`config.mk`:
```
export PLATFORM = sky130hd
export DESIGN_NAME = cfl_top
export DESIGN_NICKNAME = d
export VERILOG_FILES = /design/src/cfl_pkg.sv /design/src/cfl_bus_if.sv /design/src/cfl_reg_bank.sv /design/src/cfl_top.sv
export SDC_FILE = /design/constraint.sdc
export NUM_CORES = 1
export LEC_CHECK = 0
export BUFFER_PORTS_ARGS = -buffer_cell sky130_fd_sc_hd__buf_2
export CORE_MARGIN = 10
export CORE_UTILIZATION = 45
export CTS_CLUSTER_SIZE = 24
export DETAILED_ROUTE_END_ITERATION = 6
export PLACE_DENSITY_LB_ADDON = 0.08
export SLEW_MARGIN = 0
export SYNTH_ARGS = -nofsm -noshare
export SYNTH_HDL_FRONTEND = slang
export SYNTH_SLANG_ARGS = --single-unit
```
`constraint.sdc`:
```
create_clock -name ref_clk -period 4.91 [get_ports ref_clk]
set_input_delay 0.2455 -clock ref_clk [delete_from_list [all_inputs] [get_ports ref_clk]]
set_output_delay 0.2455 -clock ref_clk [all_outputs]
set_load 0.05 [all_outputs]
```
`src/cfl_pkg.sv`:
```
// Shared constants for the configuration lock control block
package cfl_pkg;
  localparam int unsigned DATA_W = 32;
  localparam int unsigned ADDR_W = 8;
  // Byte offsets of the registers in this block
  localparam logic [7:0] CFG_OFFSET = 8'h00;
  localparam logic [7:0] SEL_BASE = 8'h10;
  localparam logic [7:0] DIS_BASE = 8'h20;
  localparam int unsigned SEL_COUNT = 4;
  localparam int unsigned DIS_COUNT = 2;
  // Field positions
  localparam int unsigned PIN_LOCK_BIT = 13;
  localparam int unsigned MOD_LOCK_BIT = 12;
  localparam int unsigned DBG_EN_BIT = 3;
  localparam int unsigned TDO_USE_BIT = 0;
  // Read-only pattern of the unimplemented bits 2-1
  localparam logic [31:0] CFG_ONES = 32'h0000_0006;
  localparam logic PIN_LOCK_RST = 1'b0;
  localparam logic MOD_LOCK_RST = 1'b0;
  localparam logic DBG_EN_RST = 1'b1;
  localparam logic TDO_USE_RST = 1'b1;
  localparam logic [31:0] REG_RST = 32'h0000_0000;
  localparam logic [31:0] UNMAPPED = 32'h0000_0000;
endpackage

```
`src/cfl_bus_if.sv`:
```
// Lock-gated write path and read path between the main block and the protected register file
`timescale 1ns/1ps
`default_nettype none
interface cfl_bus_if;
  logic wr;
  logic [7:0] addr;
  logic [31:0] wdata;
  logic [7:0] raddr;
  logic [31:0] rdata;
  modport ctl (output wr, output addr, output wdata, output raddr, input rdata);
  modport bank (input wr, input addr, input wdata, input raddr, output rdata);
endinterface
`default_nettype wire

```
`src/cfl_reg_bank.sv`:
```
// Bank of word registers whose writes are gated by the caller
`timescale 1ns/1ps
`default_nettype none
module cfl_reg_bank #(
  parameter int unsigned COUNT = 4,
  parameter logic [7:0] BASE = 8'h10
) (
  input wire logic ref_clk,
  input wire logic sys_rst,
  cfl_bus_if.bank bus,
  output logic [COUNT*32-1:0] regs_flat
);
  logic [31:0] mem [COUNT];

  function automatic logic hit(input logic [7:0] a, input int unsigned i);
    hit = (a == 8'(BASE + 8'(i * 4)));
  endfunction

  for (genvar i = 0; i < COUNT; i++) begin : g_reg
    always_ff @(posedge ref_clk) begin
      if (sys_rst) begin
        mem[i] <= cfl_pkg::REG_RST;
      end else if (bus.wr && hit(bus.addr, i)) begin
        mem[i] <= bus.wdata;
      end
    end
    assign regs_flat[i*32 +: 32] = mem[i];
  end

  always_comb begin
    bus.rdata = cfl_pkg::UNMAPPED;
    for (int i = 0; i < COUNT; i++) begin
      if (hit(bus.raddr, i)) begin
        bus.rdata = mem[i];
      end
    end
  end
endmodule
`default_nettype wire

```
`src/cfl_top.sv`:
```
// Configuration lock control register with lock-guarded pin-select and module-disable banks
// What this block does
// - While the pin-select lock is set every write to the pin-select registers is dropped.
// - While the module-disable lock is set every write to the module-disable registers is dropped.
// - Software must unlock first, and lock bit changes without the unlock are ignored.
// - The debug port enable bit is read/write, resets to one and enables the debug port.
// - The TDO-use bit is read/write, resets to one and makes two-wire debug drive TDO.
// - Bits 31-14 and 11-4 read zero, bits 2-1 read one, and writes to them do nothing.
`timescale 1ns/1ps
`default_nettype none
module cfl_top (
  input wire logic ref_clk,
  input wire logic sys_rst,
  input wire logic [7:0] addr,
  input wire logic [31:0] wdata,
  input wire logic wr_en,
  input wire logic rd_en,
  input wire logic unlocked,
  output logic [31:0] rdata,
  output logic debug_port_enable,
  output logic two_wire_tdo_use,
  output logic pin_select_lock,
  output logic module_disable_lock,
  output logic [cfl_pkg::SEL_COUNT*32-1:0] pin_select_regs,
  output logic [cfl_pkg::DIS_COUNT*32-1:0] module_disable_regs
);
  ////////////////////////////////////////////////////////////////////////
  cfl_bus_if sel_bus ();
  cfl_bus_if dis_bus ();
  logic cfg_wr;
  logic unlocked_s1;
  logic unlocked_s2;
  logic [cfl_pkg::SEL_COUNT*32-1:0] sel_q;
  logic [cfl_pkg::DIS_COUNT*32-1:0] dis_q;
  logic [31:0] next_rdata;

  // Read-back bits that hold no state; the rest must follow the flops
  localparam logic [31:0] FIXED_MASK = ~((32'h1 << cfl_pkg::PIN_LOCK_BIT)
    | (32'h1 << cfl_pkg::MOD_LOCK_BIT) | (32'h1 << cfl_pkg::DBG_EN_BIT)
    | (32'h1 << cfl_pkg::TDO_USE_BIT));

  // Config register select, shared by the write, read and check paths
  function automatic logic is_cfg(input logic [7:0] a);
    return a == cfl_pkg::CFG_OFFSET;
  endfunction

  // The unlock state comes from another controller; treat it as asynchronous
  always_ff @(posedge ref_clk) begin
    if (sys_rst) begin
      unlocked_s1 <= 1'b0;
      unlocked_s2 <= 1'b0;
    end else begin
      unlocked_s1 <= unlocked;
      unlocked_s2 <= unlocked_s1;
    end
  end

  assign cfg_wr = wr_en && is_cfg(addr);

  ////////////////////////////////////////////////////////////////////////
  // Lock bits
  always_ff @(posedge ref_clk) begin
    if (sys_rst) begin
      pin_select_lock <= cfl_pkg::PIN_LOCK_RST;
      module_disable_lock <= cfl_pkg::MOD_LOCK_RST;
    end else if (cfg_wr && unlocked_s2) begin
      pin_select_lock <= wdata[cfl_pkg::PIN_LOCK_BIT];
      module_disable_lock <= wdata[cfl_pkg::MOD_LOCK_BIT];
    end
  end

  // Debug controls need no unlock
  always_ff @(posedge ref_clk) begin
    if (sys_rst) begin
      debug_port_enable <= cfl_pkg::DBG_EN_RST;
      two_wire_tdo_use <= cfl_pkg::TDO_USE_RST;
    end else if (cfg_wr) begin
      debug_port_enable <= wdata[cfl_pkg::DBG_EN_BIT];
      two_wire_tdo_use <= wdata[cfl_pkg::TDO_USE_BIT];
    end
  end

  ////////////////////////////////////////////////////////////////////////
  // Protected banks; the lock gates the write strobe itself
  assign sel_bus.wr = wr_en && !pin_select_lock;
  assign sel_bus.addr = addr;
  assign sel_bus.wdata = wdata;
  assign sel_bus.raddr = addr;
  assign dis_bus.wr = wr_en && !module_disable_lock;
  assign dis_bus.addr = addr;
  assign dis_bus.wdata = wdata;
  assign dis_bus.raddr = addr;

  cfl_reg_bank #(
    .COUNT(cfl_pkg::SEL_COUNT),
    .BASE(cfl_pkg::SEL_BASE)
  ) u_sel (
    .ref_clk(ref_clk),
    .sys_rst(sys_rst),
    .bus(sel_bus.bank),
    .regs_flat(sel_q)
  );

  cfl_reg_bank #(
    .COUNT(cfl_pkg::DIS_COUNT),
    .BASE(cfl_pkg::DIS_BASE)
  ) u_dis (
    .ref_clk(ref_clk),
    .sys_rst(sys_rst),
    .bus(dis_bus.bank),
    .regs_flat(dis_q)
  );

  // Registered copies keep every output straight from a flip-flop
  always_ff @(posedge ref_clk) begin
    if (sys_rst) begin
      pin_select_regs <= '0;
      module_disable_regs <= '0;
    end else begin
      pin_select_regs <= sel_q;
      module_disable_regs <= dis_q;
    end
  end

  ////////////////////////////////////////////////////////////////////////
  // Read path
  always_comb begin
    next_rdata = cfl_pkg::UNMAPPED;
    if (is_cfg(addr)) begin
      next_rdata = cfl_pkg::CFG_ONES;
      next_rdata[cfl_pkg::PIN_LOCK_BIT] = pin_select_lock;
      next_rdata[cfl_pkg::MOD_LOCK_BIT] = module_disable_lock;
      next_rdata[cfl_pkg::DBG_EN_BIT] = debug_port_enable;
      next_rdata[cfl_pkg::TDO_USE_BIT] = two_wire_tdo_use;
    end else begin
      next_rdata = sel_bus.rdata | dis_bus.rdata;
    end
  end

  always_ff @(posedge ref_clk) begin
    if (sys_rst) begin
      rdata <= cfl_pkg::UNMAPPED;
    end else if (rd_en) begin
      rdata <= next_rdata;
    end else begin
      rdata <= cfl_pkg::UNMAPPED;
    end
  end

  ////////////////////////////////////////////////////////////////////////
  // Assertions
  // Lock bits
  a_lock_needs_unlock: assert property (@(posedge ref_clk) disable iff (sys_rst)
    !unlocked_s2 |=> $stable(pin_select_lock) && $stable(module_disable_lock))
    else $error("lock bit changed without unlock");
  a_lock_unlock_write: assert property (@(posedge ref_clk) disable iff (sys_rst)
    cfg_wr && unlocked_s2 |=> pin_select_lock == $past(wdata[cfl_pkg::PIN_LOCK_BIT]))
    else $error("unlocked lock write not taken");
  a_mod_lock_write: assert property (@(posedge ref_clk) disable iff (sys_rst)
    cfg_wr && unlocked_s2 |=> module_disable_lock == $past(wdata[cfl_pkg::MOD_LOCK_BIT]))
    else $error("unlocked module lock write not taken");

  // Protected banks
  a_pin_sel_frozen: assert property (@(posedge ref_clk) disable iff (sys_rst)
    pin_select_lock && $past(pin_select_lock) |=> $stable(sel_q))
    else $error("pin-select bank written while locked");
  a_pin_sel_open: assert property (@(posedge ref_clk) disable iff (sys_rst)
    !pin_select_lock && wr_en && addr == cfl_pkg::SEL_BASE |=> sel_q[31:0] == $past(wdata))
    else $error("pin-select write lost while open");
  a_mod_dis_frozen: assert property (@(posedge ref_clk) disable iff (sys_rst)
    module_disable_lock && $past(module_disable_lock) |=> $stable(dis_q))
    else $error("module-disable bank written while locked");
  a_mod_dis_open: assert property (@(posedge ref_clk) disable iff (sys_rst)
    !module_disable_lock && wr_en && addr == cfl_pkg::DIS_BASE
    |=> dis_q[31:0] == $past(wdata))
    else $error("module-disable write lost while open");
  a_bank_copy: assert property (@(posedge ref_clk) disable iff (sys_rst)
    1'b1 |=> pin_select_regs == $past(sel_q) && module_disable_regs == $past(dis_q))
    else $error("bank outputs do not follow the banks");

  // Debug controls
  a_debug_en_write: assert property (@(posedge ref_clk) disable iff (sys_rst)
    cfg_wr |=> debug_port_enable == $past(wdata[cfl_pkg::DBG_EN_BIT]))
    else $error("debug enable not written");
  a_tdo_use_write: assert property (@(posedge ref_clk) disable iff (sys_rst)
    cfg_wr |=> two_wire_tdo_use == $past(wdata[cfl_pkg::TDO_USE_BIT]))
    else $error("tdo use not written");
  a_debug_hold: assert property (@(posedge ref_clk) disable iff (sys_rst)
    !cfg_wr |=> $stable(debug_port_enable) && $stable(two_wire_tdo_use))
    else $error("debug control changed without a write");

  // Read path
  a_cfg_fixed_bits: assert property (@(posedge ref_clk) disable iff (sys_rst)
    rd_en && is_cfg(addr) |=> (rdata & FIXED_MASK) == cfl_pkg::CFG_ONES)
    else $error("fixed bits read wrong");
  a_cfg_read_debug: assert property (@(posedge ref_clk) disable iff (sys_rst)
    rd_en && is_cfg(addr) |=> rdata[cfl_pkg::DBG_EN_BIT] == $past(debug_port_enable)
    && rdata[cfl_pkg::TDO_USE_BIT] == $past(two_wire_tdo_use))
    else $error("debug bits read back wrong");
  a_cfg_read_locks: assert property (@(posedge ref_clk) disable iff (sys_rst)
    rd_en && is_cfg(addr) |=> rdata[cfl_pkg::PIN_LOCK_BIT] == $past(pin_select_lock)
    && rdata[cfl_pkg::MOD_LOCK_BIT] == $past(module_disable_lock))
    else $error("lock bits read back wrong");
  a_rdata_idle: assert property (@(posedge ref_clk) disable iff (sys_rst)
    !rd_en |=> rdata == cfl_pkg::UNMAPPED)
    else $error("read data stood past its cycle");

  // No disable here: it checks what reset leaves behind
  a_reset_values: assert property (@(posedge ref_clk)
    $past(sys_rst) |-> debug_port_enable && two_wire_tdo_use && !pin_select_lock
    && !module_disable_lock && rdata == cfl_pkg::UNMAPPED)
    else $error("reset values wrong");

  c_lock_set: cover property (@(posedge ref_clk) disable iff (sys_rst)
    cfg_wr && unlocked_s2 && wdata[cfl_pkg::PIN_LOCK_BIT]);
  c_lock_blocked: cover property (@(posedge ref_clk) disable iff (sys_rst)
    cfg_wr && !unlocked_s2 && wdata[cfl_pkg::MOD_LOCK_BIT]);
  c_sel_locked_write: cover property (@(posedge ref_clk) disable iff (sys_rst)
    pin_select_lock && wr_en && addr == cfl_pkg::SEL_BASE);
  c_dis_locked_write: cover property (@(posedge ref_clk) disable iff (sys_rst)
    module_disable_lock && wr_en && addr == cfl_pkg::DIS_BASE);
  c_cfg_read: cover property (@(posedge ref_clk) disable iff (sys_rst)
    rd_en && is_cfg(addr));
endmodule
`default_nettype wire

```
# [After elaboration in Yosys (flattened, before gate mapping)]
# Memory sizes are Yosys's and may differ from the RTL's.
# Index checks and enable logic that the tools add are counted.
[totals] wordCells=74 ramBits=192 register_bits=230 out_inout_bits=228 memories=2
[memory_table] memory="u_sel.mem" words=4 word_bits=32 rd=4 rd_ports_with_merged_regs=0 wr=4 line="cfl_reg_bank.sv:13" source="logic [31:0] mem [COUNT];"
[memory_table] memory="u_dis.mem" words=2 word_bits=32 rd=2 rd_ports_with_merged_regs=0 wr=2 line="cfl_reg_bank.sv:13"
[classes] eq_ne=6 n_bitwise=8 reduce_logical=15 n_mux=33
[ops] cell="two-way mux 32 bit" n=12
[ops] cell="== test 8 x 5 -> 1 bit (second input constant)" n=4
[ops] cell="OR 32 bit" n=1
[ops] cell="two-way mux 1 bit" n=20
[ops] cell="== test 8 x 6 -> 1 bit (second input constant)" n=2
[ops] cell="two-way mux 14 bit" n=1
[ops] cell="logical AND 1 bit" n=10
[ops] cell="logical NOT 8 bit" n=1
[ops] cell="OR 1 bit" n=6
[ops] cell="OR reduction 3 bit" n=1
[ops] cell="logical NOT 1 bit" n=2
[ops] cell="OR reduction 2 bit" n=1
[ops] cell="inverter 1 bit" n=1

# [Logic depth before layout (Yosys ltp)]
[depth] word_depth=7 depth_mapped=7 mapped_depth_nobuf=4

# [Hierarchy]
# A second synthesis with hierarchy kept.
[unflattened] hier_cells=1208 area_unflattened_um2=16410.7
[by_module_without_submodules] module="cfl_reg_bank (u_sel)" area_each_um2=6547.5 instances=1 cells_each=422
[by_module_without_submodules] module="cfl_top" area_each_um2=6378.6 instances=1 cells_each=517
[by_module_without_submodules] module="cfl_reg_bank (u_dis)" area_each_um2=3484.6 instances=1 cells_each=269

# [Least setup slack after synthesis]
# No wires, ideal clock.
[synth_path] path_type="input-to-reg" from="in addr[2]" to="mem u_sel.mem[2][0], in the netlist u_sel.mem[1][0], enable pin" path_slack_ps=122 n_path_buf=3 t_arrival_ps=4276 path_stages=4 path_cell_list="buf_2 > buf_2 > clkbuf_1 > o41ai_1"
[synth_lines] element="start: declaration" line="cfl_top.sv:14" source="input wire logic [7:0] addr,"
[synth_lines] element="end: declaration" line="cfl_reg_bank.sv:13"

==> flow_summary.toml <==
[run_status]
status = "finished clean"

[timing]
worst_pin_slew_ns = 1.13
relSlewSlack_pct = 24.6
min_period_ns = 2.73
setup_viol = 0
final.setup.tns_ns = 0
rsz0062_at_grt = "no"
final.setup.worst_slack_ns = 2.18
fin_skew_ns = 0.00789
fmax_ghz = 0.366
finalHoldViolCount = 0
slew_viol_final = 0
layout_worst_path_cycle_share_pct = 55.6

[clock_network]
htreeDepth = 2
cts_made_buffers = 43
clk_pin_slew_ns = 0.06
clk_latency_ns = 0.53
clock_path_buffers = 3
postCtsSetupBuffers = 0
root_buffer = "clkbuf_16"
cts_tree = "done"
clock_sinks = 422
ctsResizeCount = 0

[synth]
synthMuxAreaShare_pct = 5.59
synth_seq_cells = 422
syn_nets = 1108
netlist_instances = 1063
yosysTopAreaCellShare_pct = 38.9
synth-compound-area-share_pct = 3.25
netlist_top_cells_area = "edfxtp_1 (39%), dfxtp_1 (31%), nor2b_1 (8.4%), and2_1 (8.1%), mux4_2 (4.9%)"
synth.yosys.seq_area_share_pct = 70.0
synth_fa_ha_area_share_pct = 0
ys_async_sr_fraction_pct = 0
synth_top_family_by_area = "simple AND/OR/NAND/NOR gates"
ys_types = 33
synth_area_leader_cell = "edfxtp_1"
synthSimpleGateAreaFrac_pct = 19.2
synth-xor-area-share_pct = 0
synth_edf_count = 192
yosysWarnings = 0
ys.flop_type = "dfxtp_1"
netlist_area_mm2 = 0.0148
avgSynthCellArea_um2 = 13.9

[setup_path]
path_max_fanout = 32
required_ns = 5.31
crit_arrival_ns = 3.13
ff2ff_setup_slack_ns = 2.60
cp-end-kind = "register"
crit_type = "input port to register"
start_kind = "input port"

[drt]
vias = 9057
wl_um = 41700
drtIter0Drc = 570
drc = 0
ant_nets = 0
firstDrtPassIters = 5
routed_via_density = 5.00
wl_per_cell_um = 23.0

[pwr]
power.share.switching_pct = 24.1
seqPwrFrac_pct = 49.5
combPwrFrac_pct = 8.8
ir_worst_vdd_v = 0.000243
finalPower_w = 0.00791
power.density_mw_per_mm2 = 436
power_switching_w = 0.00191
pwr-share-clk_pct = 41.7
leakagePower_nw = 7.29
power.internal_w = 0.00600

[floorplanning]
rows = 66
die_width_um = 201
pin_count = 273
dieArea_mm2 = 0.0406
start_util_pct = 45.5
core_mm2 = 0.0325
fp.dieH_um = 201

[flow_run]
cap_violations = 0

[global_routing]
grt_max_degree = 126
grt_pass1_wl_um = 61500
grt_pass1_vias = 9567
grt_usage_pct = 20.0
antenna_found_initial = 7
globalRouteOverflowTotal = 0

[placement]
io_buffers = 272
routabilityCongestion = 0.771
place_ws_ns = 1.64
dp.final_hpwl_um = 27200
dpl.cell_count = 1730

[layout]
nNetsFinal = 1379
syn2layout_area_growth_pct = 22.4
final_layout_size_suffix_gt1_share_pct = 30.4
layout.cells.non_filler = 1811

[worst_hold_path]
hold_path.class = "input port to register"
==> worst max-delay path, stage by stage <==
cell and delay (ns):
buf_2 0.25, or4b_2 1.03, or4b_4 0.69, nor2_4 0.67, and2_1 0.23
==> per-layer routing <==
layer	GRT usage [%]	routed length (um)	up-vias
met2	32.7	19900	318
li1	-	-	4172
met5	0	85	-
met3	5.35	2940	81
met4	6.17	1010	10
met1	25.5	17800	4476
==> metrics by stage <==
| step | instance area (um^2) | hold slack [ns] | utilization (%) |
|---|---|---|---|
| 3_5_place_dp | 16700 | 0.446 | 51.2 |
| 5_1_grt | 18100 | 0.0352 | 55.7 |
| 3_3_place_gp | 16700 | 0.424 | 51.2 |
| 4_1_cts | 18100 | 0.0186 | 55.7 |
| 6_report | 18100 | 0.0433 | 55.7 |
| 2_1_floorplan | 14800 | 0.371 | - |
==> cells by family after synthesis <==
group	after synthesis
AND/OR/NAND/NOR	471
flip-flops	422
multiplexers	42
buffers and inverters	65
AO/OA/AOI/OAI	63
==> cells in the mapped netlist, types with 3 or more instances <==
cell,instances
o21ai_0,6
mux2i_1,4
dfxtp_1,230
clkbuf_1,50
a22oi_1,30
nor2_1,34
a2bb2oi_1,20
nand3_1,7
nor3_1,8
nor3b_1,3
buf_6,6
nand2_1,15
buf_2,6
and2_1,192
mux4_2,32
nor2b_1,199
edfxtp_1,192
nor4_1,3
mux2_2,6
==> registers in the layout (all words and copies together) (netlist names) <==
name and count:
debug_port_enable 1, module_disable_lock 1, module_disable_regs 64, pin_select_lock 1, pin_select_regs 128, rdata 32
two_wire_tdo_use 1, u_dis.mem 64, u_sel.mem 128, unlocked_s1 1, unlocked_s2 1
==> repair_timing <==
action	CTS	global route
endpoints found under the hold margin	1	0
hold buffers	1	0
setup endpoints to repair	0	0
==> placed cells by master, fill, tap and decap left out, types with 6 or more instances in the layout <==
cell type	count
edfxtp_1	192
clkinv_2	6
a22oi_1	30
a2bb2oi_1	20
mux4_2	32
clkbuf_8	15
nor2b_1	199
clkbuf_1	8
nand2_1	14
clkbuf_16	46
nand3_1	6
nor2_1	33
and2_1	192
nor3_1	6
dfxtp_1	230
mux2_2	6
buf_2	270
buf_4	18
==> power groups by stage <==
stage | Clock, W | Sequential [W] | Combinational [W]
final | 0.00330 | 0.00391 | 0.000697
after global routing | 0.00351 | 0.00393 | 0.000732
after CTS | 0.00336 | 0.00392 | 0.000706
after detailed placement | 0 | 0.00399 | 0.000703
after global placement | 0 | 0.00399 | 0.000701
after floorplan | 0 | 0.00426 | 0.000189
==> area by class of cell <==
type / count / area [um^2]
timing repair buffer: 290 / 1510
clock inverter: 9 / 72.6
antenna: 2 / 5.00
sequential: 422 / 10400
fill: 2789 / 14400
inverter: 1 / 3.75
multi-input combinational: 576 / 4230
tap: 442 / 553
clock buffer: 69 / 1390
==> worst paths after layout <==
check / start / endpoint / depth (start not counted)
min: wdata[0] / two_wire_tdo_use / 3
max reg2reg: pin_select_lock / u_sel.mem[0][29] / 4
min reg2reg: unlocked_s1 / unlocked_s2 / 1
max: addr[5] / u_dis.mem[0][23] / 5
Note: power is estimated with default switching activity, not from simulation.
